$ cat src/logic/arx_map.svh
// constants of the receiver output and interrupt settings block
// assumes a word-wide avalon slave where byte address = 4 * index
`ifndef ARX_MAP_SVH
`define ARX_MAP_SVH
`define ARX_IDX_SYS 8'he8
`define ARX_IDX_IO 8'he9
`define ARX_IDX_IRQ 8'hea
`define ARX_IDX_SRC 8'heb
`define ARX_IDX_RATE 8'hf0
`define ARX_IO_RESET 16'h0002
`define ARX_IRQ_RESET 16'h0000
`define ARX_SYS_RESET 16'h0000
`define ARX_SYSRST_BIT 0
`define ARX_RATE_SLOTS 6
`define ARX_ALL_RATES 6'h3f
`define ARX_PULSE_CYC 1
`define ARX_SRC_RATE 5
`define ARX_SRC_CS 6
`define ARX_SRC_SUBQ 7
`endif

$ cat src/logic/arx_pkg.sv
// types of the receiver output and interrupt settings block
// assumes arx_map.svh supplies the numeric constants
package arx_pkg;
  typedef enum logic [1:0] {
    ARX_BUS_IDLE = 2'b01,
    ARX_BUS_ACK = 2'b10
  } arx_bus_t;
  typedef struct packed {
    logic rsv15;
    logic serial_out_mute;
    logic force_passthrough;
    logic unlock_output_select;
    logic rsv11;
    logic [2:0] output_format_select;
    logic [3:0] accepted_rate_select;
    logic rate_range_high;
    logic reception_limit_en;
    logic gp_pin_level;
    logic gp_pin_source_select;
  } arx_io_cfg_t;
  typedef struct packed {
    logic irq_en_subq_loaded;
    logic irq_en_status_update;
    logic irq_en_rate_update;
    logic irq_en_validity;
    logic irq_en_emphasis;
    logic irq_en_nonpcm_change;
    logic irq_en_error_change;
    logic emph_irq_pin_select;
    logic [6:0] rsv;
    logic irq_pulse_form;
  } arx_irq_cfg_t;
  // receiver status from the demodulator, same clock
  typedef struct packed {
    logic pll_locked;
    logic xmit_error;
    logic nonpcm_detect;
    logic emph_detect;
    logic validity_err;
    logic clk_switch_period;
    logic rate_meas_done;
    logic [2:0] rate_slot;
    logic cs_block_done;
    logic [47:0] cs_bits;
    logic subq_loaded;
  } arx_rx_status_t;
  // format steering for the serial output formatter
  typedef struct packed {
    logic [4:0] word_len;
    logic i2s;
    logic right_just;
    logic lsb_first;
    logic biphase;
  } arx_fmt_t;
  typedef struct packed {
    arx_bus_t bus;
    logic [15:0] readdata;
    logic [15:0] sys;
    arx_io_cfg_t io;
    arx_irq_cfg_t irq;
    logic [2:0] rate_slot;
    logic rate_known;
    logic [47:0] cs_prev;
    logic rate_upd;
    logic cs_upd;
    logic subq_det;
    logic err_q;
    logic pcm_q;
    logic [6:0] cond_q;
    logic irq_hold;
    logic [7:0] pulse_cnt;
    logic user_gp_pin;
    logic emph_irq_pin;
  } arx_state_t;
endpackage

$ cat src/logic/arx_sdo_sel.sv
// serial data output selector
// assumes serial_data_in already synchronised to clock
`timescale 1ns/1ps
`default_nettype none
module arx_sdo_sel (
  input wire logic clock,
  input wire logic rst_n,
  input wire logic serial_out_mute,
  input wire logic force_passthrough,
  input wire logic unlock_output_select,
  input wire logic pll_locked,
  input wire logic serial_data_in,
  input wire logic demod_data,
  output logic serial_data_out
);
  logic next_out;

  always_comb begin
    if (serial_out_mute) begin
      next_out = 1'b0;
    end else if (force_passthrough) begin
      next_out = serial_data_in;
    end else if (!pll_locked) begin
      next_out = unlock_output_select ? 1'b0 : serial_data_in;
    end else begin
      next_out = demod_data;
    end
  end

  always_ff @(posedge clock or negedge rst_n) begin
    if (!rst_n) begin
      serial_data_out <= 1'b0;
    end else begin
      serial_data_out <= next_out;
    end
  end
endmodule
`default_nettype wire

$ cat src/logic/arx_top.sv
// output and interrupt settings of the audio receiver
// assumes an avalon-mm master on clock and demodulator status on clock
//
// Added by the designer: the Avalon-MM interface to the registers.
`timescale 1ns/1ps
`default_nettype none
`include "arx_map.svh"
module arx_top
  import arx_pkg::*;
#(
  parameter logic [7:0] PULSE_CYC = 8'(`ARX_PULSE_CYC)
) (
  input wire logic clock,
  input wire logic rst_n,
  input wire logic [9:0] address,
  input wire logic read,
  input wire logic write,
  input wire logic [31:0] writedata,
  output logic [31:0] readdata,
  output logic waitrequest,
  input wire arx_rx_status_t rx_status,
  input wire logic demod_data,
  input wire logic serial_data_in,
  output logic serial_data_out,
  output logic user_gp_pin,
  output logic emph_irq_pin,
  output logic error_out,
  output arx_fmt_t out_format,
  output logic rate_range_high,
  output logic soft_reset
);
  arx_state_t s;
  arx_state_t next_s;
  logic serial_data_in_meta;
  logic serial_data_in_sync;
  logic [7:0] idx;
  logic req;
  logic take;
  logic src_read;
  logic [5:0] acc_mask;
  logic rate_ok;
  logic err_now;
  logic rate_change;
  logic cs_same;
  logic [6:0] src_vec;
  logic [6:0] en_vec;
  logic [6:0] cond;
  logic irq_evt;
  logic irq_line;
  logic [15:0] src_word;

  //////////////////////////////////////////////////////////////////////////
  // decode helpers

  function automatic logic [5:0] rate_mask(input logic [3:0] sel);
    case (sel)
      4'h0: rate_mask = `ARX_ALL_RATES;
      4'h1: rate_mask = 6'h01;
      4'h2: rate_mask = 6'h02;
      4'h3: rate_mask = 6'h04;
      4'h4: rate_mask = 6'h10;
      4'h5: rate_mask = 6'h20;
      4'h6: rate_mask = 6'h12;
      4'h7: rate_mask = 6'h24;
      4'h8: rate_mask = 6'h07;
      default: rate_mask = `ARX_ALL_RATES;
    endcase
  endfunction

  function automatic arx_fmt_t fmt_decode(input logic [2:0] code);
    arx_fmt_t f;
    f = '0;
    case (code)
      3'h0: f.word_len = 5'd24;
      3'h1: begin
        f.word_len = 5'd24;
        f.i2s = 1'b1;
      end
      3'h2: begin
        f.word_len = 5'd24;
        f.right_just = 1'b1;
      end
      3'h3: begin
        f.word_len = 5'd20;
        f.right_just = 1'b1;
      end
      3'h4: begin
        f.word_len = 5'd16;
        f.right_just = 1'b1;
      end
      3'h5: f.biphase = 1'b1;
      3'h6: begin
        f.word_len = 5'd28;
        f.i2s = 1'b1;
      end
      default: begin
        f.word_len = 5'd28;
        f.lsb_first = 1'b1;
      end
    endcase
    return f;
  endfunction

  //////////////////////////////////////////////////////////////////////////
  // pin synchroniser

  always_ff @(posedge clock or negedge rst_n) begin
    if (!rst_n) begin
      serial_data_in_meta <= 1'b0;
      serial_data_in_sync <= 1'b0;
    end else begin
      serial_data_in_meta <= serial_data_in;
      serial_data_in_sync <= serial_data_in_meta;
    end
  end

  //////////////////////////////////////////////////////////////////////////
  // status and interrupt sources

  assign idx = address[9:2];
  assign req = read | write;
  assign take = req && s.bus == ARX_BUS_ACK;
  assign src_read = take && read && idx == `ARX_IDX_SRC;
  // reserved selections accept every rate in the span
  assign acc_mask = rate_mask(s.io.accepted_rate_select);
  assign rate_ok = !s.rate_known || acc_mask[s.rate_slot];
  assign err_now = rx_status.xmit_error || !rx_status.pll_locked ||
    (s.io.reception_limit_en && !rate_ok);
  assign rate_change = rx_status.rate_meas_done && rx_status.pll_locked &&
    (!s.rate_known || rx_status.rate_slot != s.rate_slot);
  assign cs_same = rx_status.cs_block_done &&
    rx_status.cs_bits == s.cs_prev;
  assign src_vec = {s.subq_det, s.cs_upd, s.rate_upd,
    rx_status.validity_err, rx_status.emph_detect,
    s.pcm_q != rx_status.nonpcm_detect, s.err_q != err_now};
  assign en_vec = {s.irq.irq_en_subq_loaded, s.irq.irq_en_status_update,
    s.irq.irq_en_rate_update, s.irq.irq_en_validity,
    s.irq.irq_en_emphasis, s.irq.irq_en_nonpcm_change,
    s.irq.irq_en_error_change};
  assign cond = src_vec & en_vec;
  assign irq_evt = |(cond & ~s.cond_q);
  assign irq_line = s.irq.irq_pulse_form ? (s.pulse_cnt != 8'h00)
    : s.irq_hold;
  assign src_word = {8'h00, s.subq_det, s.cs_upd, s.rate_upd,
    rx_status.validity_err, rx_status.emph_detect,
    rx_status.nonpcm_detect, err_now, 1'b0};

  //////////////////////////////////////////////////////////////////////////
  // next state

  always_comb begin
    next_s = s;
    next_s.err_q = err_now;
    next_s.pcm_q = rx_status.nonpcm_detect;
    next_s.cond_q = cond;
    // bus: one wait state, then the request is taken
    case (s.bus)
      ARX_BUS_IDLE: begin
        if (req) begin
          next_s.bus = ARX_BUS_ACK;
          next_s.readdata = 16'h0000;
          if (read && idx == `ARX_IDX_SRC) begin
            next_s.readdata = src_word;
          end else if (read && idx == `ARX_IDX_SYS) begin
            next_s.readdata = s.sys;
          end else if (read && idx == `ARX_IDX_RATE) begin
            next_s.readdata = {12'h000, s.rate_known, s.rate_slot};
          end
        end
      end
      ARX_BUS_ACK: begin
        next_s.bus = ARX_BUS_IDLE;
        if (write && idx == `ARX_IDX_IO) begin
          next_s.io = writedata[15:0];
        end else if (write && idx == `ARX_IDX_IRQ) begin
          next_s.irq = writedata[15:0];
        end else if (write && idx == `ARX_IDX_SYS) begin
          next_s.sys = writedata[15:0];
        end
      end
      default: next_s.bus = ARX_BUS_IDLE;
    endcase
    // clear on read first, so a same-cycle set wins; only flags that the
    // answer carried are cleared, one raised in the wait state survives
    if (src_read) begin
      next_s.rate_upd = s.rate_upd && !s.readdata[`ARX_SRC_RATE];
      next_s.cs_upd = s.cs_upd && !s.readdata[`ARX_SRC_CS];
      next_s.subq_det = s.subq_det && !s.readdata[`ARX_SRC_SUBQ];
      next_s.irq_hold = 1'b0;
    end
    if (rx_status.rate_meas_done) begin
      next_s.rate_slot = rx_status.rate_slot;
      next_s.rate_known = 1'b1;
    end
    if (rx_status.cs_block_done) begin
      next_s.cs_prev = rx_status.cs_bits;
    end
    if (rate_change && s.rate_known) begin
      next_s.rate_upd = 1'b1;
    end
    if (cs_same) begin
      next_s.cs_upd = 1'b1;
    end
    if (rx_status.subq_loaded) begin
      next_s.subq_det = 1'b1;
    end
    if (irq_evt) begin
      // pulse mode leaves no level to resurface on a later mode switch
      next_s.irq_hold = s.irq_hold || !s.irq.irq_pulse_form;
      next_s.pulse_cnt = PULSE_CYC;
    end else if (s.pulse_cnt != 8'h00) begin
      next_s.pulse_cnt = s.pulse_cnt - 8'h01;
    end
    // soft reset clears the event flags, interrupt state, rate_known and cs_prev; command registers and rate_slot are kept
    if (s.sys[`ARX_SYSRST_BIT]) begin
      next_s.rate_known = 1'b0;
      next_s.cs_prev = '0;
      next_s.rate_upd = 1'b0;
      next_s.cs_upd = 1'b0;
      next_s.subq_det = 1'b0;
      next_s.irq_hold = 1'b0;
      next_s.pulse_cnt = 8'h00;
    end
    next_s.user_gp_pin = s.io.gp_pin_source_select ?
      rx_status.clk_switch_period : s.io.gp_pin_level;
    next_s.emph_irq_pin = s.irq.emph_irq_pin_select ?
      irq_line : rx_status.emph_detect;
  end

  always_ff @(posedge clock or negedge rst_n) begin
    if (!rst_n) begin
      s <= '0;
      s.bus <= ARX_BUS_IDLE;
      s.io <= `ARX_IO_RESET;
      s.irq <= `ARX_IRQ_RESET;
      s.sys <= `ARX_SYS_RESET;
      s.user_gp_pin <= 1'b1;
    end else begin
      s <= next_s;
    end
  end

  //////////////////////////////////////////////////////////////////////////
  // outputs

  assign waitrequest = req && s.bus != ARX_BUS_ACK;
  assign readdata = {16'h0000, s.readdata};
  assign user_gp_pin = s.user_gp_pin;
  assign emph_irq_pin = s.emph_irq_pin;
  assign error_out = s.err_q;
  assign out_format = fmt_decode(s.io.output_format_select);
  assign rate_range_high = s.io.rate_range_high;
  assign soft_reset = s.sys[`ARX_SYSRST_BIT];

  arx_sdo_sel u_sdo (
    .clock(clock),
    .rst_n(rst_n),
    .serial_out_mute(s.io.serial_out_mute),
    .force_passthrough(s.io.force_passthrough),
    .unlock_output_select(s.io.unlock_output_select),
    .pll_locked(rx_status.pll_locked),
    .serial_data_in(serial_data_in_sync),
    .demod_data(demod_data),
    .serial_data_out(serial_data_out)
  );
endmodule
`default_nettype wire

$ cat config.mk
export PLATFORM = sky130hd
export DESIGN_NAME = arx_top
export DESIGN_NICKNAME = d
export VERILOG_FILES = /design/src/logic/arx_pkg.sv /design/src/logic/arx_sdo_sel.sv /design/src/logic/arx_top.sv
export VERILOG_INCLUDE_DIRS = /design/src /design/src/logic
export SDC_FILE = /design/constraint.sdc
export NUM_CORES = 1
export LEC_CHECK = 0
export BUFFER_PORTS_ARGS = -buffer_cell sky130_fd_sc_hd__buf_2
export CORE_UTILIZATION = 54
export DETAILED_ROUTE_END_ITERATION = 8
export HOLD_SLACK_MARGIN = 0.08
export PLACE_DENSITY_LB_ADDON = 0.15
export SLEW_MARGIN = 20
export SYNTH_ARGS = -nofsm -noshare
export SYNTH_HDL_FRONTEND = slang
export SYNTH_SLANG_ARGS = --single-unit
export TNS_END_PERCENT = 20
$ cat constraint.sdc
create_clock -name clock -period 3.8 [get_ports clock]
set_input_delay 0 -clock clock [delete_from_list [all_inputs] [get_ports clock]]
set_output_delay 0 -clock clock [all_outputs]
set_load 0.005 [all_outputs]
---- Word-level counts from Yosys, hierarchy flattened ----
Memories as Yosys holds them, arrays and structs flattened.
Index checks and enable logic that the tools add are counted.
operators by class
  equality and inequality tests ........... 19
  reduce and logical (&&, ||, !) cells .... 48
  order comparisons ....................... 1
  mux-type cells .......................... 31
  shift operators ......................... 0
  div/mod/pow operators ................... 0
  bitwise logic cells ..................... 6
  multipliers ............................. 0
  $add $sub $neg .......................... 1
operator list
  cell                                                         count
  two-way mux 52 bit                                           1
  == test 48 bit                                               1
  two-way mux 48 bit                                           1
  == test 8 bit (second input constant)                        5
  two-way mux 16 bit                                           2
  case mux 5 bit (4 select lines)                              1
  logical AND 1 bit                                            18
  two-way mux 1 bit                                            18
  two-way mux 18 bit                                           1
  two-way mux 8 bit                                            2
  nonzero test 3 bit                                           5
  AND 7 bit                                                    2
  OR reduction 7 bit                                           2
  == test 3 bit (second input constant)                        3
  two-way mux 9 bit                                            1
  nonzero test 8 bit                                           1
  subtractor 8 x 1 -> 8 bit (second input constant)            1
  zero test 1 bit                                              7
  NOT 7 bit                                                    1
  == test 3 x 2 -> 1 bit (second input constant)               2
  OR reduction 3 bit                                           2
  logical OR 1 bit                                             5
  less-than comparator 3 x 4 -> 1 bit (second input constant)  1
  two-way mux 4 bit                                            1
  other kinds (17)                                             22
storage, ports and cells
  output and inout bits ................... 48
  bits in writable memories ............... 0
  logic and storage cells ................. 144
  memories kept ........................... 1
  latch bits .............................. 0
  bits in registers ....................... 135
  input bits .............................. 108
  ROM bits ................................ 96
memories
  memory           words  width  rd ports  clocked after Yosys merged registers in  wr ports  line           text
  (no name shown)  16     6      1         0                                        0         arx_top.sv:56  case (sel)

---- Longest topological paths before layout ----
An unclocked memory read counts as a cell.
  depth after elaboration ................. 13
  mapped depth ............................ 8
  gate-level depth less buffers ........... 8

---- Modules after synthesis ----
From an unflattened synthesis, not the netlist that was laid out.
unflattened totals
  cells, all modules ...................... 587
  area total of the unflattened synthesis .. 6,548.8 um^2
by module, submodules not included
  module       seq. area each (um^2)  cells an instance  area each (um^2)  times used
  arx_top      3,357.0                582                6,496.2           1
  arx_sdo_sel  25.0                   5                  52.6              1

---- Least setup slack after synthesis ----
No wires, ideal clock.
  path kind ............................... reg-to-reg
  start ................................... reg s[95] (netlist name)
  end ..................................... reg s[10] (netlist name)
  data required time ...................... 3.674 ns
  cell stages (with the launch flop) ...... 9
  setup time .............................. 0.126 ns
  path slack .............................. 1.423 ns
  path buffers ............................ 0
  clock period less this slack ............ 2.377 ns
  arrival ................................. 2.252 ns
  path through ............................ dfrtp_1 -> inv_1 -> ha_1 -> nand2b_1 -> nand2b_1 -> a2111o_1 -> a311oi_4 -> mux2_4 -> o311a_1
between the ends
  longest elaborated chain between the ends .. 13
  elaborated cells on any way between the ends .. 14
  classes of those cells .................. eq/ne (1); mux (4); bitwise (2); reduce/logical (6); memory (1)
RTL lines
  item                                       line            text
  start, declared                            arx_top.sv:32   arx_state_t s;
  start signal, assigned                     arx_top.sv:239  s <= next_s;
  memory (16 x 6 bit) *                      --
  binary-select mux 1 bit (select 3 bit) *   arx_top.sv:126  assign rate_ok = !s.rate_known || acc_mask[s.rate_slot];
  two-way mux 1 bit (not written as such) *  arx_top.sv:126
  logical OR 1 bit *                         arx_top.sv:126
  zero test 1 bit *                          arx_top.sv:128  (s.io.reception_limit_en && !rate_ok);
  logical AND 1 bit *                        arx_top.sv:128
  logical OR 1 bit *                         arx_top.sv:127  assign err_now = rx_status.xmit_error || !rx_status.pll_locked ||
  net err_now                                arx_top.sv:42   logic err_now;
  != test 1 bit *                            arx_top.sv:135  s.pcm_q != rx_status.nonpcm_detect, s.err_q != err_now};
  AND 7 bit *                                arx_top.sv:140  assign cond = src_vec & en_vec;
  AND 7 bit *                                arx_top.sv:141  assign irq_evt = |(cond & ~s.cond_q);
  OR reduction 7 bit *                       arx_top.sv:141
  two-way mux 1 bit                          arx_top.sv:207  if (irq_evt) begin
  two-way mux 9 bit                          arx_top.sv:215  if (s.sys[`ARX_SYSRST_BIT]) begin
The timed path passes the listed nets; every way through them passes the cells marked *. The select of a mux whose other input is x is not followed.
A chain may end at the register's enable or synchronous reset.

---- Final worst setup path ----
Same ends and word-level chain as after synthesis.

==> metrics.md <==
| Metric | Value |
|---|---|
| Initial Util | 56.3% |
| GRT Overall Usage | 24.7% |
| Hold slack | 0.179 ns |
| CTS Buffer Depth | 2 |
| Worst vdd ir | 0.313 mV |
| Most common cell in the netlist | dfrtp_1 |
| First-pass GRT wire length | 23,900 µm |
| Dominant cells by area after synthesis | dfrtp_1, mux2i_1, mux2_2 |
| Worst-path maximum fanout | 9 |
| Hold endpoint | readdata[12] |
| Via count | 4,961 |
| Critical path, cell by cell | inv_1 > ha_1 > nand2b_1 > nand2b_1 > a2111o_1 > a311oi_4 > mux2_4 > o311a_1 |
| Syn Area/Cell | 11.0 µm² |
| Fmax | 0.388 GHz |
| Crit path largest cell delay | 0.45 ns |
| Clock slew seen by the registers of the worst setup and hold paths | 0.06 ns |
| Fill cell count | 816 |
| Area growth, synth to finish | 30.6% |
| Synth Flop Type | dfrtp_1 |
| # diodes | 0 |
| Synth area leader | dfrtp_1 |
| Setup bufs post-CTS | 0 |
| Violated checks | DRC |
| Synthesized area | 6530 µm² |
| DRT antenna net count | 0 |
| Reg-to-Reg End | s[10] |
| Synth top cells by count | dfrtp_1, nor2_1, mux2i_1 |
| Die W | 112 µm |
| Global route overflow | 0 |
| Final Max Slew Viols | 0 |
| Synth top area share | 50.6% |
| I/O pins | 156 |
| WP data arrival | 2.87 ns |
| Vert. Die Dim | 112 µm |
| Top delay family on crit path | compound AO/OA/AOI/OAI gates |
| Worst Reg-to-Reg Cells | 8 |
| Worst hold path startpoint | address[2] |
| Period minus WS final | 2.58 ns |
| CTS tree | yes |
| R2r setup slk | 1.22 ns |
| WP data required | 4.09 ns |
| Status | finished, violations left |
| Syn Inst Count | 592 |
| Setup_tns | 0 ns |
| Total wire length | 14,700 µm |
| Sink Count | 135 |
| Number of flops mapped to enable cells by yosys | 0 |
| DP Worst Slack | 1.24 ns |
| CORE AREA | 11,600 µm² |
| Worst Path Buf+Inv | 1 |
| Post-synthesis sequential area ratio | 51.8% |
| Worst path slowest cell | a2111o_1 |
| # nets final | 891 |
| Fin. Hold Viols | 0 |
| Critical Path Sink Type | register |
| Vias in the first global route | 5,106 |
| Synth Warn # | 0 |
| Hold Crit Depth | 5 |
| Number of CTS-inserted buffers | 17 |
| FFs w/ async S/R, synth | 100% |
| Worst Skew | 0.00581 ns |
| DR iter-0 viols | 316 |
| Worst-Margin Slew | 1.13 ns |
| Input/output buffers | 119 |
| Reg-to-Reg Start | s[95] |
| HPWL Detailed | 9300 µm |
| Cell Pwr Density | 441 nW/µm² |
| Flops & latches, synth | 135 |
| Row Count | 39 |
| Yosys cell types | 52 |
| H-tree levels | 4 |
| Worst setup path class | reg2reg |
| Slew margin rel. | 24.1% |
| Pin count of the biggest net entering global routing | 107 |
| Detailed Routing Iterations Pass 1 | 9 |
| Final setup viols | 0 |
| Cell mode on critical path | nand2b_1 |
| Setup WS post-layout | 1.22 ns |
| RD Place Congestion | 0.814 |
| Critical path launch point type | register |
| Leakage | 4.29 nW |
| Die Area | 12,500 µm² |
| Initial antenna violation count | 0 |
| Max cap viols | 0 |
| Final instance area | 8530 µm² |
| Avg WL per Cell | 15.8 µm |
| Worst min path class | in2reg |
| DRC | 11 |
| Final period util | 67.8% |
| DR vias/cell | 5.32 |
| Power, Total | 3.76 mW |
| RSZ-0062 raised after global routing | no |
| Worst-skew pair later-pin latency | 0.41 ns |
| Root Buffer | clkbuf_16 |
| Share of layout cells above drive strength 1 | 26.6% |
| Area after DPL | 7090 µm² |
-- cell type report --
class	count	area, µm²	share of cell area [%]
Tap cell	143	179	2.10
Inverter	22	82.6	0.968
Sequential cell	135	3390	39.7
Clock buffer	19	443	5.19
Timing Repair Buffer	208	1480	17.3
Multi-Input combinational cell	395	2790	32.7
Clock inverter	11	180	2.11
-- cell families (layout without fill, tap and decap cells) --
| logic type | Yosys count | in the layout | synth area share [%] |
|---|---|---|---|
| and+or+nand+nor | 181 | 181 | 13.4 |
| muxes | 94 | 94 | 15.3 |
| AOI/OAI and AO/OA | 46 | 46 | 5.23 |
| adders and majority gates | 4 | 4 | 0.766 |
| buffers and inverters | 79 | 260 | 6.55 |
| other | 1 | 18 | 0.0574 |
| xor gates and xnor gates | 52 | 52 | 6.97 |
| DFF | 135 | 135 | 51.8 |
-- tightest hold or removal path: stages --
cell and delay (ns):
buf_2 0.15, nor4_2 0.06, buf_4 0.19, nand3_1 0.10, nand2_1 0.05
-- sequential cells by signal (all words and copies together), names as in the netlist --
signal,count
rate_range_high,1
serial_data_in_sync,1
error_out,1
serial_data_in_meta,1
en_vec,7
u_sdo.serial_data_out,1
user_gp_pin,1
soft_reset,1
emph_irq_pin,1
readdata,16
s,104
-- power by group --
group | leakage, nW | internal [mW] | switching (mW)
clock | 0.312 | 1.17 | 0.570
combinational | 2.15 | 0.220 | 0.250
sequential | 1.82 | 1.51 | 0.0505
total | 4.29 | 2.89 | 0.871
-- through the flow --
| stage | cells | utilization (%) |
|---|---|---|
| after global routing | 933 | 73.5 |
| after global placement | 821 | 61.0 |
| after detailed placement | 821 | 61.0 |
| after CTS | 933 | 73.5 |
| after floorplan | 609 | - |
| final | 933 | 73.5 |
-- what timing repair did --
item | in CTS | in global routing
hold buffers | 82 | 0
hold endpoints to repair | 207 | 0
gates resized for setup | 0 | 0
-- cell usage in the layout, fill, tap and decap left out, types with 2 or more instances in the layout --
master / instances
nor2_1: 74
ha_1: 4
a21oi_1: 9
mux2_2: 42
buf_4: 7
bufinv_16: 5
nor4_1: 18
clkinv_2: 6
a31oi_1: 2
nand2b_1: 10
nand2_1: 37
conb_1: 18
xor2_1: 27
a221oi_1: 5
o22ai_1: 4
dlygate4sd3_1: 82
o221ai_1: 3
dfstp_2: 3
a222oi_1: 2
o21ai_0: 8
inv_1: 22
nor3_1: 4
a21boi_0: 2
buf_2: 118
xnor2_1: 25
and2_1: 2
nor3_2: 2
mux2i_1: 51
clkbuf_16: 17
nand3_1: 12
nor3b_1: 2
nand4_1: 8
nor2b_1: 3
dfrtp_1: 131
a211oi_1: 2
-- per-layer routing --
metal  vias to the layer above  wire, µm  global-route usage, %
met5                         -         0                      0
met4                         0        92                   8.27
met3                         6       601                   5.23
met2                       126      7640                   43.4
met1                      2467      6390                   30.4
li1                       2362         -                      -
-- worst max path at each step --
stage | from | endpoint | cells past startpoint
floorplan | s[95] | s[10] | 8
global placement | s[95] | s[10] | 8
detailed placement | s[95] | s[10] | 8
CTS | s[95] | s[10] | 8
global route | s[95] | s[8] | 8
finish | s[95] | s[10] | 8
Power figures use the tool's default switching activity.
